===== src/common/sarseq_defines.svh =====
// Purpose: constants for the approximation sequencer
// Assumes: 100 MHz clock_i, synchronous active-high reset
// Notes: command byte layout and phase timing counts
// Operation
// - eight-bit result, one approximation period per bit, eight periods total
// - eight-way input mux, only the selected input is routed to the converter
// - every conversion runs acquisition first, then conversion
// - after acquisition open top-plate and bottom-plate switches to isolate charge
// - conversion uses two non-overlapping phases: ground bottom plates, then apply trial
// - conversion start loads register with only the top bit set
// - trial word drives the dac; first trial equals half reference
// - keep trial bit on comparator high, clear it on comparator low
// - hold decided bits, set next lower bit as trial, repeat to lsb
// - approximation register holds the final result
// - held result is presented for reading over the serial interface
// - command bit 7 selects single-ended, bits 6..4 select channel and polarity
// - command bits 3..2 select power mode
// - core and internal clock are off when not converting and not addressed; core power here also stays on while command bit 2 is set
`ifndef SARSEQ_DEFINES_SVH
`define SARSEQ_DEFINES_SVH
`define SARSEQ_CMD_SE_BIT 7
`define SARSEQ_CMD_CH_HI 6
`define SARSEQ_CMD_CH_LO 4
`define SARSEQ_CMD_PD_HI 3
`define SARSEQ_CMD_PD_LO 2
`define SARSEQ_RESULT_RESET 8'h00
`define SARSEQ_ACQ_NS 200
`define SARSEQ_CLK_NS 10
`define SARSEQ_ACQ_CYC ((`SARSEQ_ACQ_NS + `SARSEQ_CLK_NS - 1) / `SARSEQ_CLK_NS)
`define SARSEQ_PHASE_CYC 2
`endif


===== src/common/sarseq_pkg.sv =====
// Purpose: types for the approximation sequencer
// Assumes: nothing
// Notes: one-hot state and power mode codes
`default_nettype none
package sarseq_pkg;
    typedef enum logic [5:0] {
        SARSEQ_IDLE  = 6'b00_0001,
        SARSEQ_ACQ   = 6'b00_0010,
        SARSEQ_HOLD  = 6'b00_0100,
        SARSEQ_PH1   = 6'b00_1000,
        SARSEQ_PH2   = 6'b01_0000,
        SARSEQ_DONE  = 6'b10_0000
    } sarseq_state_t;
    typedef enum logic [1:0] {
        SARSEQ_PD_BETWEEN = 2'b00,
        SARSEQ_PD_REFOFF  = 2'b01,
        SARSEQ_PD_ADCOFF  = 2'b10,
        SARSEQ_PD_ALLON   = 2'b11
    } sarseq_pwr_t;
endpackage
`default_nettype wire


===== src/logic/sarseq_core.sv =====
// Purpose: successive-approximation sequencer with power and mux control
// Assumes: comparator_i is synchronous to clock_i after the analog latch
// Notes: read_busy_i comes from the serial slave on the same clock
`include "sarseq_defines.svh"
`default_nettype none
module sarseq_core #(
    parameter int WIDTH = 8,
    parameter int ACQ_CYC = `SARSEQ_ACQ_CYC,
    parameter int PHASE_CYC = `SARSEQ_PHASE_CYC
) (
    input wire logic clock_i,
    input wire logic sys_rst_i,
    input wire logic [7:0] command_i,
    input wire logic command_load_i,
    input wire logic start_i,
    input wire logic addressed_i,
    input wire logic read_busy_i,
    input wire logic comparator_i,
    output logic [7:0] pos_sel_o,
    output logic [7:0] neg_sel_o,
    output logic common_neg_o,
    output logic sample_top_o,
    output logic sample_bottom_o,
    output logic phase1_o,
    output logic phase2_o,
    output logic [WIDTH-1:0] dac_word_o,
    output logic [WIDTH-1:0] result_o,
    output logic result_valid_o,
    output logic busy_o,
    output logic core_power_o,
    output logic core_clock_en_o,
    output logic reference_on_o
);
    ////////////////////////////////////////////////////////////////////////
    sarseq_pkg::sarseq_state_t state_r, state_nxt;
    logic [7:0] cmd_r;
    logic [WIDTH-1:0] approximation_register_r;
    logic [WIDTH-1:0] trial_bit_r;
    logic [15:0] cnt_r;
    logic pend_r;
    logic single_ended_select;
    logic [2:0] channel_select_bits;
    logic [1:0] power_mode_bits;
    logic phase_end;

    assign single_ended_select = cmd_r[`SARSEQ_CMD_SE_BIT];
    assign channel_select_bits = cmd_r[`SARSEQ_CMD_CH_HI:`SARSEQ_CMD_CH_LO];
    assign power_mode_bits = cmd_r[`SARSEQ_CMD_PD_HI:`SARSEQ_CMD_PD_LO];

    always_ff @(posedge clock_i) begin
        if (sys_rst_i) begin
            cmd_r <= 8'h00;
        end else if (command_load_i) begin
            cmd_r <= command_i;
        end
    end

    sarseq_mux_decode u_mux (
        .clock_i(clock_i),
        .sys_rst_i(sys_rst_i),
        .single_ended_select_i(single_ended_select),
        .channel_select_bits_i(channel_select_bits),
        .pos_sel_o(pos_sel_o),
        .neg_sel_o(neg_sel_o),
        .common_neg_o(common_neg_o)
    );

    ////////////////////////////////////////////////////////////////////////
    assign phase_end = (cnt_r == 16'(PHASE_CYC - 1));

    always_comb begin
        state_nxt = state_r;
        case (state_r)
            sarseq_pkg::SARSEQ_IDLE: begin
                if (start_i || pend_r) begin
                    state_nxt = sarseq_pkg::SARSEQ_ACQ;
                end
            end
            sarseq_pkg::SARSEQ_ACQ: begin
                if (cnt_r == 16'(ACQ_CYC - 1)) begin
                    state_nxt = sarseq_pkg::SARSEQ_HOLD;
                end
            end
            sarseq_pkg::SARSEQ_HOLD: begin
                state_nxt = sarseq_pkg::SARSEQ_PH1;
            end
            sarseq_pkg::SARSEQ_PH1: begin
                if (phase_end) begin
                    state_nxt = sarseq_pkg::SARSEQ_PH2;
                end
            end
            sarseq_pkg::SARSEQ_PH2: begin
                if (phase_end) begin
                    // last trial at lsb ends the run
                    state_nxt = trial_bit_r[0] ? sarseq_pkg::SARSEQ_DONE
                                               : sarseq_pkg::SARSEQ_PH1;
                end
            end
            sarseq_pkg::SARSEQ_DONE: begin
                // publishing waits for the read to finish
                if (!read_busy_i) begin
                    state_nxt = sarseq_pkg::SARSEQ_IDLE;
                end
            end
            default: state_nxt = sarseq_pkg::SARSEQ_IDLE;
        endcase
    end

    always_ff @(posedge clock_i) begin
        if (sys_rst_i) begin
            state_r <= sarseq_pkg::SARSEQ_IDLE;
        end else begin
            state_r <= state_nxt;
        end
    end

    always_ff @(posedge clock_i) begin
        if (sys_rst_i) begin
            cnt_r <= 16'h0000;
        end else if (state_nxt != state_r) begin
            cnt_r <= 16'h0000;
        end else if (state_r == sarseq_pkg::SARSEQ_ACQ || state_r == sarseq_pkg::SARSEQ_PH1 ||
                     state_r == sarseq_pkg::SARSEQ_PH2) begin
            cnt_r <= cnt_r + 16'h0001;
        end
    end

    // a start seen while busy is kept so it is not lost
    always_ff @(posedge clock_i) begin
        if (sys_rst_i) begin
            pend_r <= 1'b0;
        end else if (start_i && state_r != sarseq_pkg::SARSEQ_IDLE) begin
            pend_r <= 1'b1;
        end else if (state_r == sarseq_pkg::SARSEQ_IDLE) begin
            pend_r <= 1'b0;
        end
    end

    ////////////////////////////////////////////////////////////////////////
    always_ff @(posedge clock_i) begin
        if (sys_rst_i) begin
            approximation_register_r <= '0;
            trial_bit_r <= '0;
        end else if (state_r == sarseq_pkg::SARSEQ_HOLD) begin
            approximation_register_r <= {1'b1, {(WIDTH-1){1'b0}}};
            trial_bit_r <= {1'b1, {(WIDTH-1){1'b0}}};
        end else if (state_r == sarseq_pkg::SARSEQ_PH2 && phase_end) begin
            if (comparator_i) begin
                approximation_register_r <= approximation_register_r | (trial_bit_r >> 1);
            end else begin
                approximation_register_r <= (approximation_register_r & ~trial_bit_r)
                                            | (trial_bit_r >> 1);
            end
            trial_bit_r <= trial_bit_r >> 1;
        end
    end

    // result only moves when no read is running
    always_ff @(posedge clock_i) begin
        if (sys_rst_i) begin
            result_o <= WIDTH'(`SARSEQ_RESULT_RESET);
            result_valid_o <= 1'b0;
        end else if (state_r == sarseq_pkg::SARSEQ_DONE && !read_busy_i) begin
            result_o <= approximation_register_r;
            result_valid_o <= 1'b1;
        end
    end

    ////////////////////////////////////////////////////////////////////////
    always_ff @(posedge clock_i) begin
        if (sys_rst_i) begin
            sample_top_o <= 1'b0;
            sample_bottom_o <= 1'b0;
            phase1_o <= 1'b0;
            phase2_o <= 1'b0;
            dac_word_o <= '0;
        end else begin
            // both switches open outside acquisition
            sample_top_o <= (state_nxt == sarseq_pkg::SARSEQ_ACQ);
            sample_bottom_o <= (state_nxt == sarseq_pkg::SARSEQ_ACQ);
            // one-hot states keep the phases apart by construction
            phase1_o <= (state_nxt == sarseq_pkg::SARSEQ_PH1);
            phase2_o <= (state_nxt == sarseq_pkg::SARSEQ_PH2);
            dac_word_o <= (state_r == sarseq_pkg::SARSEQ_HOLD) ? {1'b1, {(WIDTH-1){1'b0}}}
                        : (state_r == sarseq_pkg::SARSEQ_PH2 && phase_end)
                          ? ((comparator_i ? approximation_register_r
                              : (approximation_register_r & ~trial_bit_r)) | (trial_bit_r >> 1))
                          : approximation_register_r;
        end
    end

    assign busy_o = (state_r != sarseq_pkg::SARSEQ_IDLE);

    always_ff @(posedge clock_i) begin
        if (sys_rst_i) begin
            core_power_o <= 1'b0;
            core_clock_en_o <= 1'b0;
            reference_on_o <= 1'b0;
        end else begin
            core_power_o <= (state_nxt != sarseq_pkg::SARSEQ_IDLE) || addressed_i ||
                            power_mode_bits[0];
            core_clock_en_o <= (state_nxt != sarseq_pkg::SARSEQ_IDLE) || addressed_i;
            reference_on_o <= power_mode_bits[1];
        end
    end

    ////////////////////////////////////////////////////////////////////////
    chk_phase_apart: assert property (@(posedge clock_i) disable iff (sys_rst_i)
        !(phase1_o && phase2_o)) else $error("phases overlap");
    chk_switch_open: assert property (@(posedge clock_i) disable iff (sys_rst_i)
        (phase1_o || phase2_o) |-> !sample_top_o && !sample_bottom_o)
        else $error("switches closed in conversion");
    chk_msb_load: assert property (@(posedge clock_i) disable iff (sys_rst_i)
        state_r == sarseq_pkg::SARSEQ_HOLD |=> approximation_register_r == 8'h80)
        else $error("start word wrong");
    chk_first_trial: assert property (@(posedge clock_i) disable iff (sys_rst_i)
        state_r == sarseq_pkg::SARSEQ_HOLD |=> dac_word_o == 8'h80)
        else $error("first dac level not half");
    chk_bit_keep: assert property (@(posedge clock_i) disable iff (sys_rst_i)
        state_r == sarseq_pkg::SARSEQ_PH2 && phase_end && comparator_i |=>
        (approximation_register_r & $past(trial_bit_r)) != 8'h00)
        else $error("bit not kept");
    chk_bit_clear: assert property (@(posedge clock_i) disable iff (sys_rst_i)
        state_r == sarseq_pkg::SARSEQ_PH2 && phase_end && !comparator_i |=>
        (approximation_register_r & $past(trial_bit_r)) == 8'h00)
        else $error("bit not cleared");
    chk_eight_periods: assert property (@(posedge clock_i) disable iff (sys_rst_i)
        state_r == sarseq_pkg::SARSEQ_HOLD |=> ##32 state_r == sarseq_pkg::SARSEQ_DONE)
        else $error("conversion length wrong");
    chk_read_stable: assert property (@(posedge clock_i) disable iff (sys_rst_i)
        read_busy_i |=> $stable(result_o)) else $error("result moved during read");
    chk_acq_first: assert property (@(posedge clock_i) disable iff (sys_rst_i)
        $rose(phase1_o) && $past(state_r) == sarseq_pkg::SARSEQ_HOLD |->
        $past(sample_top_o, 2)) else $error("no acquisition before conversion");
    // judged from the visible state, so a wrong enable term cannot hide
    chk_power_off: assert property (@(posedge clock_i) disable iff (sys_rst_i)
        !$past(sys_rst_i) |-> core_clock_en_o == (busy_o || $past(addressed_i)))
        else $error("core clock not following activity");
endmodule // sarseq_core
`default_nettype wire


===== src/logic/sarseq_mux_decode.sv =====
// Purpose: analog mux select decode from the command byte
// Assumes: command fields already registered
// Notes: outputs registered so switch controls never glitch
`include "sarseq_defines.svh"
`default_nettype none
module sarseq_mux_decode (
    input wire logic clock_i,
    input wire logic sys_rst_i,
    input wire logic single_ended_select_i,
    input wire logic [2:0] channel_select_bits_i,
    output logic [7:0] pos_sel_o,
    output logic [7:0] neg_sel_o,
    output logic common_neg_o
);
    logic [2:0] pair;
    assign pair = {1'b0, channel_select_bits_i[1:0]} << 1;
    always_ff @(posedge clock_i) begin
        if (sys_rst_i) begin
            pos_sel_o <= 8'h00;
            neg_sel_o <= 8'h00;
            common_neg_o <= 1'b0;
        end else begin
            // one-hot selects: one input per side, or the positive one against common when single-ended
            pos_sel_o <= 8'h01 << (pair + {2'b00, channel_select_bits_i[2]});
            if (single_ended_select_i) begin
                neg_sel_o <= 8'h00;
                common_neg_o <= 1'b1;
            end else begin
                neg_sel_o <= 8'h01 << (pair + {2'b00, ~channel_select_bits_i[2]});
                common_neg_o <= 1'b0;
            end
        end
    end
endmodule // sarseq_mux_decode
`default_nettype wire


===== config.mk =====
export PLATFORM = sky130hd
export DESIGN_NAME = sarseq_core
export DESIGN_NICKNAME = d
export VERILOG_FILES = /design/src/common/sarseq_pkg.sv /design/src/logic/sarseq_core.sv /design/src/logic/sarseq_mux_decode.sv
export VERILOG_INCLUDE_DIRS = /design/src /design/src/common
export SDC_FILE = /design/constraint.sdc
export NUM_CORES = 1
export LEC_CHECK = 0
export ABC_CLOCK_PERIOD_IN_PS = 2900
export BUFFER_PORTS_ARGS = -buffer_cell sky130_fd_sc_hd__clkbuf_2
export CAP_MARGIN = 20
export CELL_PAD_IN_SITES_DETAIL_PLACEMENT = 1
export CELL_PAD_IN_SITES_GLOBAL_PLACEMENT = 2
export CORE_AREA = 2 2 102 104
export CTS_CLUSTER_DIAMETER = 150
export DETAILED_ROUTE_END_ITERATION = 10
export DIE_AREA = 0 0 104 106
export GPL_TIMING_DRIVEN = 1
export PLACE_DENSITY_LB_ADDON = 0.1
export SETUP_SLACK_MARGIN = 0.15
export SYNTH_ARGS = -nofsm -noshare
export SYNTH_HDL_FRONTEND = slang
export SYNTH_SLANG_ARGS = --single-unit

===== constraint.sdc =====
create_clock -name clock_i -period 2.9 [get_ports clock_i]
set_clock_uncertainty 0.15 [all_clocks]
set_input_delay 0.29 -clock clock_i [delete_from_list [all_inputs] [get_ports clock_i]]
set_output_delay 0.29 -clock clock_i [all_outputs]
set_load 0.01 [all_outputs]

==> summary.md <==
| Metric | Value |
|---|---|
| Largest fanout on the critical path | `16` |
| Effective utilization at floorplan | `32.8%` |
| Remaining global-route overflow | `0` |
| Number of violations reported at the end of detailed-routing iteration 0 | `87` |
| Wire length of the first global-routing pass | `13500 microns` |
| Final total negative setup slack | `0 ns` |
| Chip width | `104 microns` |
| TritonCTS sink count | `85` |
| Run status | `finished clean` |
| Hold Fails Final Rpt | `0` |
| Ant diodes | `0` |
| Mapped Area | `3280 sq um` |
| Distinct cell type count of the synthesized netlist | `45` |
| CTS buffer count | `9` |
| TritonCTS clock tree | `yes` |
| Nets | `423` |
| Yosys Warn Count | `0` |
| Area of the die | `11000 sq um` |
| Count of input and output buffers | `54` |
| Final Cycle Share | `88.4%` |
| Leading area contributor after synthesis | `dfxtp_1` |
| CP Capture Type | `register` |
| Placer congestion estimate | `0.786` |
| Row count | `37` |
| First drt pass iteration count | `5` |
| Buffer depth of the longest clock path | `2` |
| Crit start category | `register` |
| F_max | `0.390 GHz` |
| Vias post-DR | `2642` |
| Hold path cells | `3` |
| Placeable Area | `10000 sq um` |
| Post-layout min period | `2.56 ns` |
| Post-route DRC violation count | `0` |
| Fraction of final layout cells sized beyond drive strength 1 | `25.4%` |
| Filler cell count | `1190` |
| Post-Synthesis Cells | `346` |
| Reg2reg path depth | `6` |
| Via count of the first global-routing pass | `2633` |
| Sequential-to-total area share from yosys stat | `51.9%` |
| Category of the most critical setup path | `reg -> reg` |
| Post-synth top area share | `51.9%` |
| Number of H-tree branching levels | `3` |
| Layout Area Growth over Synthesis | `20.6%` |
| Largest net degree at the start of global routing | `39` |
| Worst-margin pin slew | `0.707 ns` |
| Commonest cells after routing, fill and taps aside | `dfxtp_1 (85), clkbuf_2 (54), nand2_1 (37)` |
| WL final | `7820 microns` |
| GRT Overall Usage | `15.2%` |
| CP required | `3.02 ns` |
| Worst max-slew margin expressed relative to the limit | `52.8%` |
| Count of state elements after synthesis | `85` |
| Main synth FF type | `dfxtp_1` |
| Source-to-sink clock delay at the later pin of the worst-skew pair | `0.35 ns` |
| Static power due to leakage | `1.55 nW` |
| Antenna violations before repair | `0` |
| Unrepaired setup endpoints after global routing | `no` |
| Path class of the lowest-slack min-delay path | `in -> reg` |
| Biggest area contributors in the synthesized netlist | `dfxtp_1 (52%), a21oi_1 (5.0%), nand2_1 (4.2%), nor2_1 (3.2%), nor3_1 (3.1%)` |
| Post-synth EDFFs | `0` |
| Vias per cell | `4.84` |
| Clock transition at the registers of the reported paths | `0.09 ns` |
| Remaining number of nets flagged by the antenna check after routing | `0` |
| Pins over their slew limit | `0` |
| Most common library cell in the layout ignoring fill and taps | `dfxtp_1` |
| I/O pin cnt | `57` |
| Post-CTS Repair Setup Buffers | `0` |
| Post-synthesis area per instance | `9.48 sq um` |
| Max rail drop VDD | `0.226 mV` |
| Power per Cell Area | `668 nW/um^2` |
| Wire length per cell after detailed routing | `14.3 microns` |
| Clock root buffer | `clkbuf_8` |
| Overall die height | `106 microns` |
| Post-synth net total | `363` |
| Total Power | `2.64 mW` |
| Critical path arrival | `2.68 ns` |
| Final count of negative-setup-slack endpoints | `0` |
| Max_cap viols | `0` |
| DP HPWL | `5490 microns` |
| Share of synthesized flip-flops with an asynchronous set or reset | `0%` |
[layer usage]
layer	track usage [%]	vias to the layer above	share of wire [%]	wire (microns)
met1	21.6	1261	51	3980
li1	-	1329	-	-
met5	0	-	0	0
met2	22.7	44	45	3490
met4	5.12	0	1.3	99
met3	3.68	8	3.2	249
[cell usage after synthesis, drive strengths merged (5+ instances only)]
library cell  instances
a21bo                 8
a21oi                33
a31oi                 5
and3                  7
clkbuf               13
dfxtp                85
inv                   6
mux2i                 6
nand2                37
nand2b                6
nand3                 8
nand4                 8
nor2                 28
nor2b                 5
nor3                 30
nor4                  8
xnor2                 7
xor2                 11
[where the power goes]
| part | switching, mW | internal [mW] | leakage (nW) |
|---|---|---|---|
| logic | 0.272 | 0.162 | 0.749 |
| registers | 0.0574 | 1.21 | 0.689 |
| clock network | 0.449 | 0.491 | 0.108 |
[worst max-delay path, cell delays in order (launching register included)]
cell and delay [ns]:
dfxtp_1 0.44, nor4_4 0.51, nand3_2 0.20, a221o_1 0.38, a2111o_1 0.38, buf_4 0.22
nor3_1 0.21
[sequential cells by signal, indices dropped and copies added (netlist names), 6 cells and up]
| name | count |
|---|---|
| cnt_r | 16 |
| approximation_register_r | 8 |
| dac_word_o | 8 |
| result_o | 8 |
| trial_bit_r | 8 |
| u_mux.neg_sel_o | 8 |
| u_mux.pos_sel_o | 8 |
| cmd_r | 6 |
| state_r | 6 |
[stage by stage]
step | utilization, % | cells | cell area, sq um | hold WS, ns | setup slack (ns)
after CTS | 39.4 | 545 | 3940 | 0.000538 | 0.323
after global routing | 39.6 | 546 | 3960 | 0.00263 | 0.156
after floorplan | - | 346 | 3280 | 0.268 | 0.523
after detailed placement | 37.1 | 529 | 3710 | 0.297 | 0.357
final | 39.6 | 546 | 3960 | 0.0212 | 0.337
after global placement | 37.1 | 529 | 3710 | 0.293 | 0.415
[worst paths after layout]
kind,slack (ns),to,startpoint
worst max-delay path,0.34,cnt_r[8],state_r[3]
worst min-delay path,0.02,cmd_r[6],command_i[6]
worst max register to register,0.34,cnt_r[8],state_r[3]
worst min register to register,0.30,result_o[1],approximation_register_r[1]
[cell families (layout without fill, tap and decap cells)]
family          after synthesis  count (layout)  share of synthesized area (%)
fa+ha+maj                     2               2                          0.763
flops                        85              85                           51.9
buf+inv                      23              87                           3.24
simple gates                150             150                           25.2
xor+xnor                     18              18                           4.81
compound gates               62              62                           12.3
mux                           6               6                           1.83
[cell type report]
type | count | area, sq um | area share (%)
timing repair buffer | 66 | 365 | 9.23
tap | 136 | 170 | 4.30
sequential | 85 | 1700 | 43.0
inverter | 6 | 22.5 | 0.569
multi-input combinational | 238 | 1480 | 37.3
clock buffer | 9 | 124 | 3.13
clock inverter | 6 | 96.3 | 2.44
[repair_timing]
| action | 4_1_cts | 5_1_grt |
|---|---|---|
| hold buffers | 1 | 1 |
| endpoints found under the setup margin | 0 | 1 |
| endpoints found under the hold margin | 1 | 1 |
| gates resized for setup | 0 | 1 |
No activity file was read; power rests on OpenSTA's default activity.
